File: src/asr_map.svh
/*
 * Register offsets, field positions, reset values and tick counts of the
 * asynchronous serial receiver.
 * Assumes a byte-addressed register bus with one 32-bit word per register.
 */
`ifndef ASR_MAP_SVH
`define ASR_MAP_SVH

// ---------------------------------------------------------------
// register offsets (byte addresses)
// ---------------------------------------------------------------
`define ASR_OFF_CTRL 4'h0
`define ASR_OFF_STATUS 4'h4
`define ASR_OFF_DATA 4'h8

// ---------------------------------------------------------------
// control register fields
// ---------------------------------------------------------------
`define ASR_CTRL_W 8
`define ASR_CTRL_RST 8'h00
`define ASR_CB_RX_CONT_EN 0
`define ASR_CB_SYNC 1
`define ASR_CB_PORT_EN 2
`define ASR_CB_NINE 3
`define ASR_CB_ADDR_DET 4
`define ASR_CB_RXIE 5
`define ASR_CB_PERIPH_IE 6
`define ASR_CB_GLOBAL_IE 7

// ---------------------------------------------------------------
// status register fields
// ---------------------------------------------------------------
`define ASR_SB_BIT8 0
`define ASR_SB_FERR 1
`define ASR_SB_OVERRUN 2
`define ASR_SB_PEND 3
`define ASR_SB_BUSY 4

// ---------------------------------------------------------------
// bit timing in oversampling ticks, counted from the start edge
// ---------------------------------------------------------------
`define ASR_TICK_FIRST 4'h6
`define ASR_TICK_SECOND 4'h7
`define ASR_TICK_VOTE 4'h8
`define ASR_TICK_ONE 4'h1
`define ASR_BITS_EIGHT 4'h8
`define ASR_BITS_NINE 4'h9

// ---------------------------------------------------------------
// receive buffer
// ---------------------------------------------------------------
`define ASR_FIFO_FULL 2'h2
`define ASR_FIFO_EMPTY 2'h0

`endif

File: src/asr_pkg.sv
/*
 * Types shared by the asynchronous serial receiver files.
 * Assumes asr_map.svh supplies all numeric constants.
 */
`default_nettype none

package asr_pkg;

	// receiver bit-timing states
	typedef enum logic [1:0] {
		ASR_IDLE,
		ASR_START,
		ASR_DATA,
		ASR_STOP
	} asr_state_e;

	// one buffered character: framing error, ninth bit, low byte
	typedef logic [9:0] asr_char_t;

endpackage

`default_nettype wire

File: src/asr_top.sv
/*
 * Asynchronous serial receiver: 16x oversampled data recovery, majority
 * bit decisions, two-character receive buffer with overrun blocking,
 * framing check, 9-bit and address-detect modes, Avalon-MM register slave.
 * Assumes a separate baud generator supplies a one-cycle tick at sixteen
 * times the bit rate, and that the serial line is asynchronous to the clock.
 */
`timescale 1ns/1ps
`default_nettype none
`include "asr_map.svh"

module asr_top (
	input wire logic sys_clk_in, // system clock, 200 MHz
	input wire logic rst_b_in, // async reset, active low
	input wire logic serial_in_pin_in, // serial receive line
	input wire logic baud_tick_in, // 16x bit-rate tick
	input wire logic [3:0] avs_address_in, // byte address
	input wire logic avs_read_in, // read request
	input wire logic avs_write_in, // write request
	input wire logic [31:0] avs_writedata_in, // write data
	input wire logic [3:0] avs_byteenable_in, // write byte lanes
	output logic [31:0] avs_readdata_out, // read data
	output logic avs_waitrequest_out, // stall, low on answer
	output logic rx_irq_out // receive interrupt request
);

	// ---------------------------------------------------------------
	// declarations
	// ---------------------------------------------------------------
	logic [`ASR_CTRL_W-1:0] ctrl;
	logic rx_enabled;
	logic sync_first;
	logic sync_line;
	logic line;
	logic line_prev;
	logic fall_edge;
	asr_pkg::asr_state_e state;
	logic [3:0] tick_cnt;
	logic [3:0] bit_cnt;
	logic [3:0] bits_wanted;
	logic samp_first;
	logic samp_second;
	logic voted;
	logic at_vote;
	logic [8:0] shift_reg;
	logic char_done;
	logic char_ferr;
	logic [7:0] char_low;
	logic char_bit8;
	logic char_keep;
	logic overrun;
	logic [1:0] fifo_count;
	logic wr_ptr;
	logic rd_ptr;
	logic next_rd_ptr;
	logic push;
	logic pop;
	asr_pkg::asr_char_t head;
	logic pending;
	logic bus_req;
	logic bus_take;
	logic [31:0] next_readdata;

	// ---------------------------------------------------------------
	// control decode
	// ---------------------------------------------------------------

	// receiver runs only with enable set, async mode, port enabled
	assign rx_enabled = ctrl[`ASR_CB_RX_CONT_EN] & ~ctrl[`ASR_CB_SYNC]
		& ctrl[`ASR_CB_PORT_EN];
	assign bits_wanted = ctrl[`ASR_CB_NINE] ? `ASR_BITS_NINE
		: `ASR_BITS_EIGHT;

	// ---------------------------------------------------------------
	// line synchroniser and edge detect
	// ---------------------------------------------------------------

	// two flops before anything looks at the line
	always_ff @(posedge sys_clk_in or negedge rst_b_in) begin
		if (!rst_b_in) begin
			sync_first <= 1'b1;
			sync_line <= 1'b1;
		end else begin
			sync_first <= serial_in_pin_in;
			sync_line <= sync_first;
		end
	end

	// disabled receiver sees an idle-high line
	assign line = rx_enabled ? sync_line : 1'b1;

	// previous line level for falling-edge hunt
	always_ff @(posedge sys_clk_in or negedge rst_b_in) begin
		if (!rst_b_in) begin
			line_prev <= 1'b1;
		end else begin
			line_prev <= line;
		end
	end

	assign fall_edge = line_prev & ~line;

	// ---------------------------------------------------------------
	// oversampling and majority vote
	// ---------------------------------------------------------------

	// samples ahead of the bit centre
	always_ff @(posedge sys_clk_in or negedge rst_b_in) begin
		if (!rst_b_in) begin
			samp_first <= 1'b1;
			samp_second <= 1'b1;
		end else if (baud_tick_in && (state != asr_pkg::ASR_IDLE)) begin
			if (tick_cnt == `ASR_TICK_FIRST) begin
				samp_first <= line;
			end
			if (tick_cnt == `ASR_TICK_SECOND) begin
				samp_second <= line;
			end
		end
	end

	// three consecutive oversamples around the centre
	asr_vote u_vote (
		.a_in(samp_first),
		.b_in(samp_second),
		.c_in(line),
		.vote_out(voted)
	);

	// decision point, on a tick only
	assign at_vote = baud_tick_in && (tick_cnt == `ASR_TICK_VOTE);

	// ---------------------------------------------------------------
	// bit-timing state machine
	// ---------------------------------------------------------------

	// tick counter wraps every sixteen ticks, one bit period
	always_ff @(posedge sys_clk_in or negedge rst_b_in) begin
		if (!rst_b_in) begin
			tick_cnt <= '0;
		end else if (!rx_enabled || (state == asr_pkg::ASR_IDLE)) begin
			tick_cnt <= '0;
		end else if (baud_tick_in) begin
			tick_cnt <= tick_cnt + `ASR_TICK_ONE;
		end
	end

	// start hunt, start check, data bits, stop bit
	always_ff @(posedge sys_clk_in or negedge rst_b_in) begin
		if (!rst_b_in) begin
			state <= asr_pkg::ASR_IDLE;
		end else if (!rx_enabled) begin
			state <= asr_pkg::ASR_IDLE;
		end else begin
			case (state)
				asr_pkg::ASR_IDLE: begin
					if (fall_edge) begin
						state <= asr_pkg::ASR_START;
					end
				end
				asr_pkg::ASR_START: begin
					if (at_vote) begin
						// high at mid start bit: drop silently
						state <= voted ? asr_pkg::ASR_IDLE
							: asr_pkg::ASR_DATA;
					end
				end
				asr_pkg::ASR_DATA: begin
					if (at_vote && (bit_cnt == bits_wanted - `ASR_TICK_ONE)) begin
						state <= asr_pkg::ASR_STOP;
					end
				end
				asr_pkg::ASR_STOP: begin
					if (at_vote) begin
						state <= asr_pkg::ASR_IDLE;
					end
				end
				default: begin
					state <= asr_pkg::ASR_IDLE;
				end
			endcase
		end
	end

	// data bit counter
	always_ff @(posedge sys_clk_in or negedge rst_b_in) begin
		if (!rst_b_in) begin
			bit_cnt <= '0;
		end else if (state != asr_pkg::ASR_DATA) begin
			bit_cnt <= '0;
		end else if (at_vote) begin
			bit_cnt <= bit_cnt + `ASR_TICK_ONE;
		end
	end

	// shifter advances once per bit, lsb first
	always_ff @(posedge sys_clk_in or negedge rst_b_in) begin
		if (!rst_b_in) begin
			shift_reg <= '0;
		end else if ((state == asr_pkg::ASR_DATA) && at_vote) begin
			shift_reg <= {voted, shift_reg[8:1]};
		end
	end

	// ---------------------------------------------------------------
	// character completion
	// ---------------------------------------------------------------

	// stop bit decided: character complete
	assign char_done = (state == asr_pkg::ASR_STOP) && at_vote && rx_enabled;
	assign char_ferr = ~voted;
	assign char_low = ctrl[`ASR_CB_NINE] ? shift_reg[7:0] : shift_reg[8:1];
	assign char_bit8 = ctrl[`ASR_CB_NINE] & shift_reg[8];

	// address mode, with nine-bit mode set, drops characters without the ninth bit
	assign char_keep = ~(ctrl[`ASR_CB_ADDR_DET] & ctrl[`ASR_CB_NINE])
		| char_bit8;

	// buffer write only while not overrun and not full
	assign push = char_done && char_keep && !overrun
		&& (fifo_count != `ASR_FIFO_FULL);

	// overrun flag, cleared only by dropping receive enable
	always_ff @(posedge sys_clk_in or negedge rst_b_in) begin
		if (!rst_b_in) begin
			overrun <= 1'b0;
		end else if (!ctrl[`ASR_CB_RX_CONT_EN]) begin
			overrun <= 1'b0;
		end else if (char_done && char_keep && (fifo_count == `ASR_FIFO_FULL)) begin
			overrun <= 1'b1;
		end
	end

	// ---------------------------------------------------------------
	// receive buffer
	// ---------------------------------------------------------------

	// only a bus read of the data register removes a character
	assign pop = bus_take && avs_read_in && (avs_address_in == `ASR_OFF_DATA)
		&& (fifo_count != `ASR_FIFO_EMPTY);
	assign next_rd_ptr = pop ? ~rd_ptr : rd_ptr;

	// pointers and fill level
	always_ff @(posedge sys_clk_in or negedge rst_b_in) begin
		if (!rst_b_in) begin
			wr_ptr <= 1'b0;
			rd_ptr <= 1'b0;
			fifo_count <= `ASR_FIFO_EMPTY;
		end else begin
			if (push) begin
				wr_ptr <= ~wr_ptr;
			end
			rd_ptr <= next_rd_ptr;
			if (push && !pop) begin
				fifo_count <= fifo_count + 2'h1;
			end else if (pop && !push) begin
				fifo_count <= fifo_count - 2'h1;
			end
		end
	end

	// storage, head word registered
	asr_fifo_mem u_mem (
		.sys_clk_in(sys_clk_in),
		.rst_b_in(rst_b_in),
		.wr_en_in(push),
		.wr_addr_in(wr_ptr),
		.wr_data_in({char_ferr, char_bit8, char_low}),
		.rd_addr_in(next_rd_ptr),
		.rd_data_out(head)
	);

	// pending flag: enabled and unread data, no interrupt enable involved
	assign pending = rx_enabled && (fifo_count != `ASR_FIFO_EMPTY);

	// interrupt request needs all three enables
	always_ff @(posedge sys_clk_in or negedge rst_b_in) begin
		if (!rst_b_in) begin
			rx_irq_out <= 1'b0;
		end else begin
			rx_irq_out <= pending & ctrl[`ASR_CB_RXIE] & ctrl[`ASR_CB_PERIPH_IE]
				& ctrl[`ASR_CB_GLOBAL_IE];
		end
	end

	// ---------------------------------------------------------------
	// avalon-mm slave
	// ---------------------------------------------------------------

	assign bus_req = avs_read_in | avs_write_in;
	// access completes at the edge where waitrequest is seen low
	assign bus_take = bus_req & ~avs_waitrequest_out;

	// one wait cycle, then one answer cycle
	always_ff @(posedge sys_clk_in or negedge rst_b_in) begin
		if (!rst_b_in) begin
			avs_waitrequest_out <= 1'b1;
		end else begin
			avs_waitrequest_out <= ~(bus_req & avs_waitrequest_out);
		end
	end

	// control register write, low byte lane
	always_ff @(posedge sys_clk_in or negedge rst_b_in) begin
		if (!rst_b_in) begin
			ctrl <= `ASR_CTRL_RST;
		end else if (bus_take && avs_write_in && avs_byteenable_in[0]
				&& (avs_address_in == `ASR_OFF_CTRL)) begin
			ctrl <= avs_writedata_in[`ASR_CTRL_W-1:0];
		end
	end

	// read mux; buffer and shifter have no write path
	always_comb begin
		next_readdata = '0;
		if (avs_address_in == `ASR_OFF_CTRL) begin
			next_readdata[`ASR_CTRL_W-1:0] = ctrl;
		end else if (avs_address_in == `ASR_OFF_STATUS) begin
			// head flags only while a character is unread; empty slots are stale
			next_readdata[`ASR_SB_BIT8] = head[8] & (fifo_count != `ASR_FIFO_EMPTY);
			next_readdata[`ASR_SB_FERR] = head[9] & (fifo_count != `ASR_FIFO_EMPTY);
			next_readdata[`ASR_SB_OVERRUN] = overrun;
			next_readdata[`ASR_SB_PEND] = pending;
			next_readdata[`ASR_SB_BUSY] = (state != asr_pkg::ASR_IDLE);
		end else if (avs_address_in == `ASR_OFF_DATA) begin
			next_readdata[7:0] = head[7:0];
		end else begin
			next_readdata = '0;
		end
	end

	// read data captured as waitrequest drops
	always_ff @(posedge sys_clk_in or negedge rst_b_in) begin
		if (!rst_b_in) begin
			avs_readdata_out <= '0;
		end else if (avs_read_in && avs_waitrequest_out) begin
			avs_readdata_out <= next_readdata;
		end
	end

endmodule

`default_nettype wire

File: src/asr_vote.sv
/*
 * Majority of three line samples.
 * Assumes the three samples are already synchronous to the system clock.
 */
`timescale 1ns/1ps
`default_nettype none

module asr_vote (
	input wire logic a_in, // first sample
	input wire logic b_in, // second sample
	input wire logic c_in, // third sample
	output logic vote_out // majority level
);

	// two of three agree
	assign vote_out = (a_in & b_in) | (a_in & c_in) | (b_in & c_in);

endmodule

`default_nettype wire

File: src/asr_fifo_mem.sv
/*
 * Two-word storage for received characters, registered read port.
 * Assumes the caller handles pointers and never writes a full buffer.
 */
`timescale 1ns/1ps
`default_nettype none

module asr_fifo_mem (
	input wire logic sys_clk_in, // system clock
	input wire logic rst_b_in, // async reset, active low
	input wire logic wr_en_in, // write strobe
	input wire logic wr_addr_in, // write slot
	input wire asr_pkg::asr_char_t wr_data_in, // character to store
	input wire logic rd_addr_in, // slot to present next cycle
	output asr_pkg::asr_char_t rd_data_out // registered read data
);

	asr_pkg::asr_char_t mem [0:1];

	// storage write
	always_ff @(posedge sys_clk_in) begin
		if (wr_en_in) begin
			mem[wr_addr_in] <= wr_data_in;
		end
	end

	// registered read with write-through
	always_ff @(posedge sys_clk_in or negedge rst_b_in) begin
		if (!rst_b_in) begin
			rd_data_out <= '0;
		end else if (wr_en_in && (wr_addr_in == rd_addr_in)) begin
			rd_data_out <= wr_data_in;
		end else begin
			rd_data_out <= mem[rd_addr_in];
		end
	end

endmodule

`default_nettype wire

File: config.mk
export PLATFORM = sky130hd
export DESIGN_NAME = asr_top
export DESIGN_NICKNAME = d
export VERILOG_FILES = /design/src/asr_pkg.sv /design/src/asr_top.sv /design/src/asr_vote.sv /design/src/asr_fifo_mem.sv
export VERILOG_INCLUDE_DIRS = /design/src
export SDC_FILE = /design/constraint.sdc
export NUM_CORES = 1
export LEC_CHECK = 0
export ABC_AREA = 0
export BUFFER_PORTS_ARGS = -buffer_cell sky130_fd_sc_hd__buf_2
export CORE_ASPECT_RATIO = 2
export CORE_MARGIN = 2
export CORE_UTILIZATION = 59
export DETAILED_ROUTE_END_ITERATION = 7
export PLACE_DENSITY = 0.94
export SYNTH_ARGS = -nofsm -noshare
export SYNTH_HDL_FRONTEND = slang
export SYNTH_SLANG_ARGS = --single-unit
File: constraint.sdc
create_clock -name sys_clk_in -period 4.1 [get_ports sys_clk_in]
set_input_delay 0.82 -clock sys_clk_in [delete_from_list [all_inputs] [get_ports sys_clk_in]]
set_output_delay 0.82 -clock sys_clk_in [all_outputs]
set_load 0.02 [all_outputs]
* Word-level counts from Yosys, hierarchy flattened *
Memory sizes are Yosys's and may differ from the RTL's. A register that Yosys moved wholly into a read port is not among the register bits.
Index checks and enable logic that the tools add are counted.

storage, ports and cells
  register bits = 71
  RAM bits = 20
  input port bits = 46
  logic and storage cells = 129
  memories = 1

operators by class
  $add $sub $neg = 5
  equality and inequality tests = 17
  multiplexer cells = 26
  bitwise logic cells = 27
  reduce and logical (&&, ||, !) cells = 36

memories
  name       depth  bits a word  rd ports  clocked after memory_dff  write ports  RTL line            source
  u_mem.mem  2      10           1         1                         1            asr_fifo_mem.sv:18  asr_pkg::asr_char_t mem [0:1];

operators by type and width
  operator             number
  $mux 24              1
  $mux 8               3
  $logic_and 1x1->1    20
  $mux 2               8
  $mux 4               4
  $and 1x1->1          15
  $eq 4x3->1 const B   3
  $ne 3x3->1 const B   4
  $reduce_bool 2->1    5
  $add 4x1->4 const B  2
  $eq 4x4->1 const B   2
  $not 1->1            8
  $pmux 2 s4           1
  $mux 1               7
  $eq 2x2->1 const B   3
  $logic_not 1->1      5
  $mux 5               1
  $eq 4x4->1           1
  $logic_not 4->1      1
  $ne 2x2->1 const B   2
  $or 1x1->1           4
  $reduce_and 2->1     2
  $reduce_and 4->1     1
  $sub 4x1->4 const B  1
  7 further kinds      7

* Logic depth before layout (Yosys ltp) *
Gate-level depths: netlist (run 1).

  depth in word-level cells = 11
  mapped depth = 11

* Hierarchy *
A second synthesis (run 1) with hierarchy kept.

second synthesis, totals
  cells, all modules = 297
  area, all modules = 3,656.0 um^2

modules (own cells, without submodules)
  module        times used  cells an instance  area each (um^2)  sequential area each (um^2)
  asr_top       1           227                2,526.2           1,183.6
  asr_fifo_mem  1           69                 1,118.6           850.8
  asr_vote      1           1                  11.3              0.0

* Least setup slack after synthesis (run 1) *
No wires, ideal clock.

  path kind = input -> register
  start point = input port baud_tick_in
  end point = memory u_mem.mem[0][0] in the netlist's numbering, enable pin
  setup time = 376 ps
  data arrival time = 2,634 ps
  path slack = 1,089 ps
  stages = 6
  cell sequence = buf_2 nand4b_1 nor4_2 nand2_1 clkbuf_1 nor2_1

on the way
  longest elaborated chain between the ends = 8

RTL lines
  item                            RTL line            source
  from (decl)                     asr_top.sv:16       input wire logic baud_tick_in,
  $logic_and 1x1->1               asr_top.sv:131      assign at_vote = baud_tick_in && (tick_cnt == `ASR_TICK_VOTE);
  $logic_and 1x1->1 (2 in a row)  asr_top.sv:210      assign char_done = (state == asr_pkg::ASR_STOP) && at_vote && rx_enabled;
  $logic_and 1x1->1 (3 in a row)  asr_top.sv:220      assign push = char_done && char_keep && !overrun
  $mux 1                          asr_fifo_mem.sv:22  if (wr_en_in) begin
  $mux 1 (not written as such)    asr_fifo_mem.sv:23  mem[wr_addr_in] <= wr_data_in;
  to (decl)                       asr_fifo_mem.sv:18

No other way between the ends.

* Worst setup path in the final report (run 1) *
  start point = register tick_cnt[0]
  end point = memory u_mem.mem[0][5] in the netlist's numbering, enable pin

on the way
  longest elaborated chain between the ends = 9

RTL lines
  item                            RTL line            source
  from (decl)                     asr_top.sv:38       logic [3:0] tick_cnt;
  from (signal assigned)          asr_top.sv:144      tick_cnt <= tick_cnt + `ASR_TICK_ONE;
  $eq 4x4->1 (no line)            -
  $logic_and 1x1->1               asr_top.sv:131
  $logic_and 1x1->1 (2 in a row)  asr_top.sv:210
  $logic_and 1x1->1 (3 in a row)  asr_top.sv:220
  $mux 1                          asr_fifo_mem.sv:22
  $mux 1 (not written as such)    asr_fifo_mem.sv:23

No other way between the ends.

==> results list, run 1 <==
* Count of flip-flops with a built-in enable after synthesis: 20
- Number of global-route vias before repair: about 2,700
- Combinational logic burns slightly below 8% of the power.
- Achievable Freq: about 0.32 GHz
* Crit-path slowest cell: sky130_fd_sc_hd__nor4_2
- Leading post-synthesis cells by cell area: sky130_fd_sc_hd__dfrtp_1 34%, sky130_fd_sc_hd__edfxtp_1 16%, sky130_fd_sc_hd__mux2_2 7.9%
* Worst Path Class, Setup: flop to flop
- Fraction of registers with async set or reset after synthesis: 74.03%
* Pin count of the biggest net entering global routing: 45
* Wire length per cell: between 15 and 20 um
* Count of buffers inserted at the top-level ports: 28
* Worst-Skew Late Latency: 0.34 ns
- Register area: 2034 um2
- Synthesis instantiated 52 different standard cells from the library.
- Cells after Synth: 310
- Maximum number of buffers from clock root to sink: 2
- The startpoint identified for the worst register-to-register timing path is tick_cnt[0].
* Worst vdd ir: just over 0.4 mV
* Count of endpoints failing setup in the final report: 0
- Total non-filler cell area in the finished layout: between 4000 and 5000 um2
- Type of origin of the critical path: flop
- Unrepaired setup endpoints after global routing: no
* Final worst-path cycle share: about three quarters
- Measured against its own limit, the worst slew margin works out to a little under a third.
- Max-cap violations in this run came to 0.
- Number of primary I/O pins: 80
* Post-Place Cell Area: a little under 4000 um2
- Clk Tree Root Cell: sky130_fd_sc_hd__clkbuf_16
- The floorplan step defined a die boundary enclosing about 7000 um2.
- The first global-routing pass estimated 13,020 um of wire.
- Chip Height: between 100 and 150 um
- The worst setup path is captured at a flop.
* Average instance area after synthesis: ~12 um2
- The register with the most flip-flops in the layout has 20 of them.
* Post-Syn Area: between 3000 and 4000 um2
- Including well taps, the total number of placed cells is about 420.
- Summing the sequential cell areas from Yosys gives 54.58% of the chip area.
* Worst setup path startpoint: tick_cnt[0]
- The final layout contains routed wiring with a total length of slightly above 8000 um.
- Row count: 41
- Detailed routing inserted a total of between 2,000 and 3,000 vias.
- Walking the worst path, the cells encountered are inv_1 -> ha_1 -> nand4b_1 -> nor4_2 -> nand2_1 -> nor2_1 -> buf_4.
- In this run the worst path has a maximum fanout of 15.
- For the pin with the worst max-slew slack, the measured transition is 1.038 ns.
- Clock Power Share: between 40% and 50%
* Number of nets still failing antenna checks after routing: 0
* Setup Buffers After CTS: 0
- In this run the critical register-to-register path is captured at u_mem.mem[0][5].
* Final worst clock skew: 0.004830 ns
- The count of cells in the finished layout, fillers not included, comes to about 430.
* Setup_tns: 0 ns
* Top flip-flop cell by instance count after synthesis: sky130_fd_sc_hd__dfrtp_1
- For this design the static power due to leakage is about 1.9 nW.
* Net count, final: approximately 390
* Placed wire-length estimate after detailed placement: a little over 5000 um
- CTS H-Tree Depth: 3
- Reg clk slew, reported paths: around 0.060 ns
- Arrival time reported for the critical path endpoint: 3.18 ns
* GRT Overall Usage: approximately a quarter
* Hold-fix buffer count after cts: 0
- The Yosys step of the flow raised 0 warnings.
- Largest area contributor in the netlist: sky130_fd_sc_hd__dfrtp_1
* Growth of design area from synthesis to finish: 13.06%
* Cell-internal power: ~1.4 mW
* DRC errors left: 0
* Overflow after GRT: 0
- The worst hold path belongs to the class primary input to asynchronous set/reset pin.
* Placer Congestion: roughly 0.9
* Number of buffers inserted during clock tree synthesis: 9
- In this run the power spent charging and discharging nets is approximately 0.43 mW.
- Final Hold Vio Count: 0
* Quantity of gates resized following cts: 0
* Die boundary width: 60.20 um
* Time the worst path needs with I/O delays and setup: approximately 3.1 ns
* CTS tree: done
* Number of synthesized register bits: 77
* Number of inserted filler cells in the final layout: around 400
- The number of antenna violations at the first check in global routing was 0.
* FF-to-FF path depth: 7
- Once the floorplan was initialized, standard cells occupied roughly three fifths of the core.
* Area share of the largest cell type after synthesis: between 30% and 40%
* End point of the critical path: u_mem.mem[0][5]
- Worst reg2reg setup slack: approximately 0.96 ns
* Final-report max-slew violation count: 0
- Total area of multi-input combinational cells: between 1500 and 2000 um2
- Peak per-stage delay on the critical path: between 0.6 and 0.7 ns
* Proportion of power drawn by flip-flops and latches: roughly 45%
- For this design, the sink count on the clock tree is 77.
* Antenna diode count: 0
* Core area: 6207 um2
* Power density cells: about 440 nW/um2
- Req. time, crit path: slightly above 4 ns
* First drt pass iteration count: 5
- Violation count after the first detailed-route iteration: around 280
- Ratio of routed vias to standard cells: ~6.2
- The post-route netlist has around a quarter of its cells at a drive strength greater than 1.
* Share of total power consumed by net switching: roughly 23%
* Status: complete, no violations
## worst min-delay path by stage
stage                     depth (start not counted)        from                  end  slack, ns
after global placement                            0  sync_first            sync_line       0.35
after floorplan                                   0  sync_first            sync_line       0.35
after detailed placement                          0  sync_first            sync_line       0.35
after CTS                                         1    rst_b_in  avs_readdata_out[6]       0.36
final                                             1    rst_b_in  avs_readdata_out[6]       0.35
after global routing                              0  sync_first            sync_line       0.36
## layout by cell type, fill, tap and decap left out, types with 3 or more instances in the layout
| master | instances |
|---|---|
| sky130_fd_sc_hd__nor2_1 | 17 |
| sky130_fd_sc_hd__o21ai_0 | 12 |
| sky130_fd_sc_hd__inv_1 | 6 |
| sky130_fd_sc_hd__xor2_1 | 5 |
| sky130_fd_sc_hd__o221ai_1 | 18 |
| sky130_fd_sc_hd__buf_4 | 4 |
| sky130_fd_sc_hd__dfrtp_1 | 51 |
| sky130_fd_sc_hd__a22oi_1 | 13 |
| sky130_fd_sc_hd__xnor2_1 | 4 |
| sky130_fd_sc_hd__clkbuf_16 | 11 |
| sky130_fd_sc_hd__or3_1 | 3 |
| sky130_fd_sc_hd__nor3_1 | 6 |
| sky130_fd_sc_hd__buf_2 | 28 |
| sky130_fd_sc_hd__edfxtp_1 | 20 |
| sky130_fd_sc_hd__a21oi_1 | 10 |
| sky130_fd_sc_hd__ha_1 | 5 |
| sky130_fd_sc_hd__dfstp_2 | 6 |
| sky130_fd_sc_hd__nand2_1 | 20 |
| sky130_fd_sc_hd__nor4_1 | 4 |
| sky130_fd_sc_hd__mux2i_1 | 11 |
| sky130_fd_sc_hd__mux2_2 | 26 |
| sky130_fd_sc_hd__conb_1 | 24 |
## kinds of logic after synthesis
group           count (synthesis)  share of synthesized area [%]
compound gates                 68                          13.23
xor+xnor                        9                          2.115
fa+ha+maj                       5                          1.678
buf+inv                        40                          6.747
flops                          77                          54.58
mux                            37                          10.81
other cells                     1                         0.1006
simple gates                   73                          10.74
## cell usage after synthesis (all sizes together), types with 2 or more instances
| cell type | count |
|---|---|
| xnor2 | 4 |
| a21oi | 10 |
| ha | 5 |
| mux2 | 26 |
| nand4 | 3 |
| a221o | 2 |
| o211ai | 2 |
| nor3 | 7 |
| inv | 7 |
| buf | 28 |
| a22oi | 13 |
| o21ai | 12 |
| dfstp | 6 |
| nor4 | 5 |
| nand3 | 2 |
| or4 | 2 |
| nor2 | 18 |
| or3 | 3 |
| xor2 | 5 |
| o221ai | 18 |
| o31ai | 2 |
| edfxtp | 20 |
| nand2 | 20 |
| nand2b | 2 |
| dfrtp | 51 |
| mux2i | 11 |
| and3b | 2 |
| clkbuf | 5 |
| a31oi | 2 |
| nand4b | 2 |
| nor2b | 2 |
## layout make-up
cell class,instances,area share (%)
sequential,77,48.28
multi-input combinational,216,36.25
clock buffer,13,7.185
timing repair buffer,32,4.038
tap,86,2.553
clock inverter,3,1.069
inverter,7,0.6235
## per-stage QoR
stage / utilization, % / worst slack (ns) / hold WS (ns) / total power [mW]
6_report: 67.89 / 0.9638 / 0.3536 / 1.866
5_1_grt: 67.89 / 0.8371 / 0.3629 / 1.922
4_1_cts: 67.89 / 0.9776 / 0.3574 / 1.873
3_5_place_dp: 62.29 / 0.7504 / 0.3496 / 0.9905
3_3_place_gp: 62.29 / 0.8402 / 0.3481 / 0.9821
2_1_floorplan: - / 1.089 / 0.3452 / 0.9595
## power groups by stage
stage | registers (mW) | clock network (mW) | logic [mW]
after detailed placement | 0.850 | 0 | 0.140
final | 0.837 | 0.884 | 0.145
after global routing | 0.840 | 0.924 | 0.157
after floorplan | 0.845 | 0 | 0.114
after global placement | 0.848 | 0 | 0.134
after CTS | 0.836 | 0.893 | 0.144
## metal layers
metal / track usage [%] / wire length (um) / vias to the layer above
met5: 0 / 0 / -
met4: 14.37 / 331 / 0
met3: 5.205 / 391 / 30
met2: 42.03 / 4329 / 122
met1: 29.90 / 3008 / 1329
li1: - / - / 1200
## worst max-delay path: cells and delay by family (launching register included)
| kind | cells | cell delay, ns |
|---|---|---|
| buffers and inverters | 2 | 0.35 |
| flip-flops | 1 | 0.43 |
| adder cells (fa/ha/maj) | 1 | 0.18 |
| AND/OR/NAND/NOR | 4 | 1.86 |
No activity file was read; power rests on OpenSTA's default activity.
==> inputs of run 2 (changes only) <==
--- a/config.mk
+++ b/config.mk
@@ -10,9 +10,9 @@
 export BUFFER_PORTS_ARGS = -buffer_cell sky130_fd_sc_hd__buf_2
 export CORE_ASPECT_RATIO = 2
 export CORE_MARGIN = 2
-export CORE_UTILIZATION = 59
+export CORE_UTILIZATION = 54
 export DETAILED_ROUTE_END_ITERATION = 7
-export PLACE_DENSITY = 0.94
+export PLACE_DENSITY = 0.88
 export SYNTH_ARGS = -nofsm -noshare
 export SYNTH_HDL_FRONTEND = slang
 export SYNTH_SLANG_ARGS = --single-unit
==> constraint.sdc (replaced) <==
create_clock -name sys_clk_in -period 3.2 [get_ports sys_clk_in]
set_input_delay 0.64 -clock sys_clk_in [delete_from_list [all_inputs] [get_ports sys_clk_in]]
set_output_delay 0.64 -clock sys_clk_in [all_outputs]
set_load 0.02 [all_outputs]
==> run 2 against run 1 <==
Clock power rose by 12%. Final area barely moved. Global-route usage fell by 2.6 points. Wire length rose by 1.6%. Hold slack improved by 0.0017 ns. Critical path type is now primary input to flop. Critical endpoint is now u_mem.rd_data_out[5].
==> results list, run 2 (same netlist as run 1, synthesis figures left out) <==
- Die boundary width: 62.75 um
- The floorplan has between 40 and 50 rows.
* Maximum number of buffers from clock root to sink: 2
- The analysis attributes to net switching a power of roughly 0.52 mW.
* Clk Tree Root Cell: sky130_fd_sc_hd__clkbuf_16
* Status: complete, no violations
- Cell family with most CP delay: simple AND/OR/NAND/NOR gates
- Max Cap Violations: 0
- After layout, the design draws a total of 2.258 mW.
- The worst register-to-register path ends at u_mem.mem[0][1].
- Worst-Skew Late Latency: 0.33 ns
* Buffers & Inverters on Critical Path: 2
- Final worst clock skew: 0.003031 ns
* Cell-by-cell listing of the critical path: buf_2 -> or4b_4 -> o31a_1 -> nor2_2 -> buf_4 -> mux2i_1 -> a22oi_1
- Net switching is between 20 and 25% of the power.
* Comb pwr share: between 8 and 9%
- Commonest cells after routing, fill and taps aside: 51 x sky130_fd_sc_hd__dfrtp_1, 28 x sky130_fd_sc_hd__buf_2, 26 x sky130_fd_sc_hd__mux2_2, 24 x sky130_fd_sc_hd__conb_1
- Per report_power, the sequential group accounts for around 48% of the total.
- Unrepaired setup endpoints after global routing: no
* Net count, final: 400
- Quantity of gates resized following cts: 0
- Headroom to the max-slew limit came out at roughly 29%.
- The routed layout has 2,662 vias.
- Final-report max-slew violation count: 0
- Growth of design area from synthesis to finish: 13.09%
- Derived from the worst setup path, the maximum achievable clock frequency is ~0.38 GHz.
- Most frequent standard cell in the layout excluding fill and tap cells: sky130_fd_sc_hd__dfrtp_1
* Number of nets still failing antenna checks after routing: 0
- Hold Slack: approximately 0.36 ns
- Clk sinks: between 70 and 80
- Excluding fillers, the count of instances in the completed layout stands at about 440.
* Clock Power Share: 43.9%
* Worst reg2reg setup slack: a little under 0.7 ns
- Setup violations remaining at the end of the flow were counted as 0.
* Wire length of the first global-routing pass: 13,110 um
- TritonCTS built the clock tree.
* Count of buffers inserted at the top-level ports: 28
- First drt pass iteration count: 4
- For this block, the routed nets add up to between 8000 and 9000 um of wire.
- Number of antenna violations at the first check in global routing: 0
* Core area: roughly 6700 um2
- Number of cells after detailed placement: between 400 and 500
- Violation count after the first detailed-route iteration: about 210
- The internal power of the cells totals approximately 1.7 mW.
- Entering global routing, the biggest net connects 34 pins.
- The final critical path takes up 81.27% of the cycle.
- For the finished layout, the period the worst path requires is 2.601 ns.
- Ratio of routed vias to standard cells: about 6.0
* Overflow after GRT: 0
- 80 I/O pins were placed.
- The via count of the first global-routing pass is approximately 2,800.
- Post-CTS timing repair inserted 0 buffers for setup.
* Arrival time reported for the critical path endpoint: roughly 2.8 ns
- Placer Congestion: a little over 0.8
* Worst r2r src: tick_cnt[0]
- For this configuration, the core starts out at a cell density of between 50% and 60%.
- Chip Height: roughly 120 um
* DRC errors left: 0
- Worst vdd ir: ~0.32 mV
- The repair_antennas step left the layout with diodes totalling 0.
- Number of inserted filler cells in the final layout: between 400 and 500
- Power density cells: between 500 and 600 nW/um2
* Placed wire-length estimate after detailed placement: between 5000 and 6000 um
- Dividing the detail-routed wire length by the instance count gives 18.53 um.
- Share of layout cells above drive strength 1: about a quarter
- Hold-fix buffer count after cts: 0
- Final Hold Vio Count: 0
- Critical Path Stages: 7
* Setup_tns: 0 ns
- STA classifies the critical path startpoint as a primary input.
- The register with the most flip-flops in the layout has 20 of them.
- Of all nets on the critical path, the largest fanout is 12.
- Static leakage power: ~1.9 nW
* Worst Path Class, Setup: primary input to flop
- The number of clock buffers added by TritonCTS is 9.
- Data on the critical path is required at its endpoint by 3.40 ns.
- Kind of path behind the tightest hold check: primary input to asynchronous set/reset pin
- Register area: ~2000 um2
* Die area: between 7000 and 8000 um2
* Crit path capture type: flop
- Total area of multi-input combinational cells: around 1500 um2
- The H-tree was split into 3 levels.
- Crit-path slowest cell: sky130_fd_sc_hd__or4b_4
- For the pin with the worst max-slew slack, the measured transition is ~1.1 ns.
- On the worst path, the slowest cell contributes a delay of 0.58 ns.
* Reg clk slew, reported paths: around 0.06 ns
- GRT Overall Usage: a little under a quarter
- FF-to-FF path depth: 8
-- run 2: cell types whose count changed in the layout (fill, tap and decap cells not counted), sizes merged --
cell    previous run  this run
inv                8         7
clkbuf            13        16
buf               32        38
clkinv             1         0
bufinv             1         0
-- run 2: worst reg2reg max path: stages, from the launching register on --
cell and delay [ns]:
sky130_fd_sc_hd__dfrtp_1 0.43, sky130_fd_sc_hd__inv_1 0.10, sky130_fd_sc_hd__ha_1 0.17, sky130_fd_sc_hd__nand4b_1 0.29
sky130_fd_sc_hd__nor4_2 0.33, sky130_fd_sc_hd__buf_4 0.21, sky130_fd_sc_hd__nand2_1 0.18, sky130_fd_sc_hd__nor2_1 0.28
sky130_fd_sc_hd__buf_4 0.24
-- run 2: cell type report --
class	instances	share of cell area [%]
Inverter	7	0.6233
Multi-Input combinational cell	216	36.24
Clock buffer	16	7.153
Tap cell	88	2.612
Timing Repair Buffer	38	5.105
Sequential cell	77	48.26
-- run 2: through the flow --
| stage | setup WS [ns] | instance area [um2] | util (%) |
|---|---|---|---|
| finish | 0.5994 | 4215 | 63.16 |
| global route | 0.5155 | 4215 | 63.16 |
| CTS | 0.6301 | 4215 | 63.16 |
| detailed placement | 0.3018 | 3914 | 58.64 |
| global placement | 0.3780 | 3914 | 58.64 |
| floorplan | 0.3693 | 3814 | - |
-- run 2: power groups by stage --
| stage | sequential [mW] | clock, mW | combinational, mW |
|---|---|---|---|
| detailed placement | 1.09 | 0 | 0.187 |
| global route | 1.08 | 1.03 | 0.204 |
| CTS | 1.08 | 0.998 | 0.189 |
| global placement | 1.09 | 0 | 0.180 |
| finish | 1.08 | 0.991 | 0.190 |
| floorplan | 1.08 | 0 | 0.146 |
-- run 2: how the worst max path moves through the flow --
| stage | from | to | slack [ns] |
|---|---|---|---|
| 2_1_floorplan | baud_tick_in | u_mem.mem[0][0] | 0.37 |
| 3_3_place_gp | avs_address_in[1] | u_mem.rd_data_out[1] | 0.38 |
| 3_5_place_dp | avs_address_in[1] | u_mem.rd_data_out[5] | 0.30 |
| 4_1_cts | avs_address_in[1] | u_mem.rd_data_out[3] | 0.63 |
| 5_1_grt | avs_address_in[1] | u_mem.rd_data_out[5] | 0.52 |
| 6_report | avs_address_in[1] | u_mem.rd_data_out[5] | 0.60 |
-- run 2: routing by layer --
| layer | vias to the layer above | global-route usage, % | wire [um] |
|---|---|---|---|
| li1 | 1198 | - | - |
| met1 | 1316 | 20.70 | 2736 |
| met2 | 125 | 43.88 | 4688 |
| met3 | 23 | 5.659 | 462 |
| met4 | 0 | 14.31 | 304 |
| met5 | - | 0 | 0 |
==> inputs of run 3 (changes only) <==
--- a/config.mk
+++ b/config.mk
@@ -10,9 +10,9 @@
 export BUFFER_PORTS_ARGS = -buffer_cell sky130_fd_sc_hd__buf_2
 export CORE_ASPECT_RATIO = 2
 export CORE_MARGIN = 2
-export CORE_UTILIZATION = 54
+export CORE_UTILIZATION = 49
 export DETAILED_ROUTE_END_ITERATION = 7
-export PLACE_DENSITY = 0.88
+export PLACE_DENSITY = 0.85
 export SYNTH_ARGS = -nofsm -noshare
 export SYNTH_HDL_FRONTEND = slang
 export SYNTH_SLANG_ARGS = --single-unit
==> constraint.sdc (replaced) <==
create_clock -name sys_clk_in -period 2.15 [get_ports sys_clk_in]
set_input_delay 0.43 -clock sys_clk_in [delete_from_list [all_inputs] [get_ports sys_clk_in]]
set_output_delay 0.43 -clock sys_clk_in [all_outputs]
set_load 0.02 [all_outputs]
==> run 3 against run 2 <==
The run now ends with setup timing left. Die area is 9.7% higher. Count of clock-buffer cells in the layout is 4 lower. Core utilization is 1.0 points lower. Highest routed layer unchanged. Via count is 3.5% higher.
==> results list, run 3 (same netlist as run 1, synthesis figures left out) <==
- OpenSTA, run right after detailed placement, puts the worst setup slack at -0.1980 ns.
- TritonCTS built the clock tree.
- Port buffering added 28 buffers.
- Cells fill approximately 62% of the core in the end.
- Of all nets on the critical path, the largest fanout is 5.
- After detailed placement, the design holds a cell count of 450.
- At the end of routability-driven placement, the weighted congestion stood at ~0.86.
- Antenna diode count: 0
* Commonest cells after routing, fill and taps aside: 51 x sky130_fd_sc_hd__dfrtp_1, 31 x sky130_fd_sc_hd__buf_4, 28 x sky130_fd_sc_hd__buf_2, 26 x sky130_fd_sc_hd__mux2_2, 24 x sky130_fd_sc_hd__conb_1
- For the pin with the worst max-slew slack, the measured transition is between 0.7 and 0.8 ns.
* Worst Path Class, Setup: primary input to flop
* Row count: 45
- The first detailed-routing pass took 4 iterations.
- CTS H-Tree Depth: 3
- DRC errors left: 0
- Comb pwr share: a little over a tenth
- Die area: 8362 um2
- Timing would allow up to 0.4242 GHz.
- Time the worst path needs with I/O delays and setup: ~2.4 ns
- The final-report hold violation count was 0.
- Summed over all nets, the switching power comes to just over 0.8 mW.
- Overflow after GRT: 0
- Cell-internal power: about 2.5 mW
- Chip Height: around 130 um
- Setup violations remaining at the end of the flow were counted as 20.
- Entering global routing, the biggest net connects 38 pins.
- The register with the most flip-flops in the layout has 20 of them.
- Maximum number of buffers from clock root to sink: 2
- From left edge to right edge, the die measures between 60 and 70 um.
- Wires add up to 8882 um.
* Worst-Skew Late Latency: around 0.33 ns
- The worst-case IR drop observed on VDD is roughly 0.69 mV.
* Unrepaired setup endpoints after global routing: yes
- Kind of path behind the tightest hold check: primary input to asynchronous set/reset pin
- Clk sinks: 77
* Static leakage power: slightly above 2 nW
- Wire length of the first global-routing pass: 12,750 um
- Slew HR: a little under half
* Share of total power consumed by net switching: about 25%
- Global routing used slightly above 20% of the available tracks across all layers.
- Hold-fix buffer count after cts: 0
* Clk Tree Root Cell: sky130_fd_sc_hd__clkbuf_16
- For this block, the via count after detailed routing is about 2,800.
- Wire length per cell: about 19 um
- Sequential cells burn 47.1% of the power.
- On the final layout, the worst hold slack is between 0.06 and 0.07 ns.
- Number of nets still failing antenna checks after routing: 0
- The area growth from synthesis to layout is 24.84%.
- Status: finished with violations
* Worst Slack Setup Final: -0.2076 ns
- Arrival time reported for the critical path endpoint: 2.55 ns
* Number of antenna violations at the first check in global routing: 0
- Dividing total power by cell area gives a power density of between 700 and 800 nW/um2.
- Final worst clock skew: 0.005937 ns
- The share of total power dissipated in the clock network is between 40% and 50%.
- Across the run, the number of max-cap violations was 0.
- The post-route netlist has about 38% of its cells at a drive strength greater than 1.
- Clock-pin slew was measured on the worst setup and hold paths at around 0.060 ns.
* Type of origin of the critical path: primary input
* Violation count after the first detailed-route iteration: between 200 and 250
- After routing, the total negative slack on setup checks comes to -1.735 ns.
- Number of global-route vias before repair: about 2,600
- The region available for standard cell placement spans approximately 7500 um2.
* Final-report max-slew violation count: 0
- Placed wire-length estimate after detailed placement: 5155 um
- Number of primary I/O pins: 80
- Most frequent standard cell in the layout excluding fill and tap cells: sky130_fd_sc_hd__dfrtp_1
- Ratio of routed vias to standard cells: 5.788
- Req. time, crit path: 2.34 ns
* Final worst-path cycle share: 109.7%
- The worst setup path is captured at a flop.
- Violated checks: setup timing
- Net count, final: 428
- Once the floorplan was initialized, standard cells occupied 49.77% of the core.
- Number of buffers inserted during clock tree synthesis: 9
- Final std cells w/o fill: 476
## run 3: cell count changes in the layout (fill, tap and decap cells not counted), moves of 3 or more
cell and delta:
sky130_fd_sc_hd__clkbuf_8 -3, sky130_fd_sc_hd__o221ai_1 -13, sky130_fd_sc_hd__a22oi_1 -3, sky130_fd_sc_hd__o221ai_2 +11, sky130_fd_sc_hd__clkinv_2 +3, sky130_fd_sc_hd__buf_6 +4
sky130_fd_sc_hd__nor2_4 +3, sky130_fd_sc_hd__a22oi_2 +3, sky130_fd_sc_hd__buf_4 +21
## run 3: layout make-up
cell class	instances	area [um2]
Tap cell	94	117.6
Sequential cell	77	2034
Clock buffer	12	256.5
Timing Repair Buffer	65	457.9
Inverter	7	28.78
Fill cell	546	2835
Clock inverter	4	21.27
Multi-Input combinational cell	217	1737
## run 3: per-layer routing
layer / part of all wire, % / wire (um) / GRT usage (%) / vias up
met2: 54 / 4813 / 31.91 / 94
met4: 3.2 / 287 / 12.62 / 0
met3: 5.2 / 463 / 3.697 / 20
met5: 0 / 0 / 0 / -
met1: 37 / 3317 / 25.41 / 1371
li1: - / - / - / 1270
## run 3: critical path, cell delays in order
cell	delay, ns
sky130_fd_sc_hd__buf_2	0.11
sky130_fd_sc_hd__or4b_4	0.56
sky130_fd_sc_hd__o31ai_1	0.71
sky130_fd_sc_hd__nand4_4	0.26
sky130_fd_sc_hd__o221ai_1	0.34
sky130_fd_sc_hd__a22oi_1	0.13
## run 3: stage by stage
step | total power, mW | cell area, um2
final | 3.346 | 4653
after floorplan | 1.831 | 3850
after CTS | 3.326 | 4382
after detailed placement | 1.927 | 4095
after global placement | 1.919 | 4095
after global routing | 3.471 | 4653
## run 3: worst paths after layout
kind	depth (start not counted)	slack, ns	endpoint	from
setup reg to reg	8	-0.18	u_mem.rd_data_out[8]	tick_cnt[1]
max in group asynchronous	2	1.46	samp_first	rst_b_in
setup / recovery	6	-0.21	u_mem.rd_data_out[8]	avs_address_in[1]
min in group sys_clk_in	1	0.19	sync_first	serial_in_pin_in
hold / removal	1	0.06	avs_readdata_out[6]	rst_b_in
hold reg to reg	0	0.37	sync_line	sync_first
## run 3: repair_timing
action | 4_1_cts | 5_1_grt
endpoints found under the setup margin | 2 | 31
cloned | 0 | 1
gates resized for setup | 1 | 33
buffers inserted | 0 | 9
pin swaps | 0 | 12
## run 3: power by group through the flow
stage	Clock (mW)	Combinational (mW)	Sequential, mW
2_1_floorplan	0	0.219	1.61
3_3_place_gp	0	0.320	1.60
3_5_place_dp	0	0.326	1.60
4_1_cts	1.42	0.333	1.57
5_1_grt	1.49	0.399	1.58
6_report	1.40	0.369	1.58
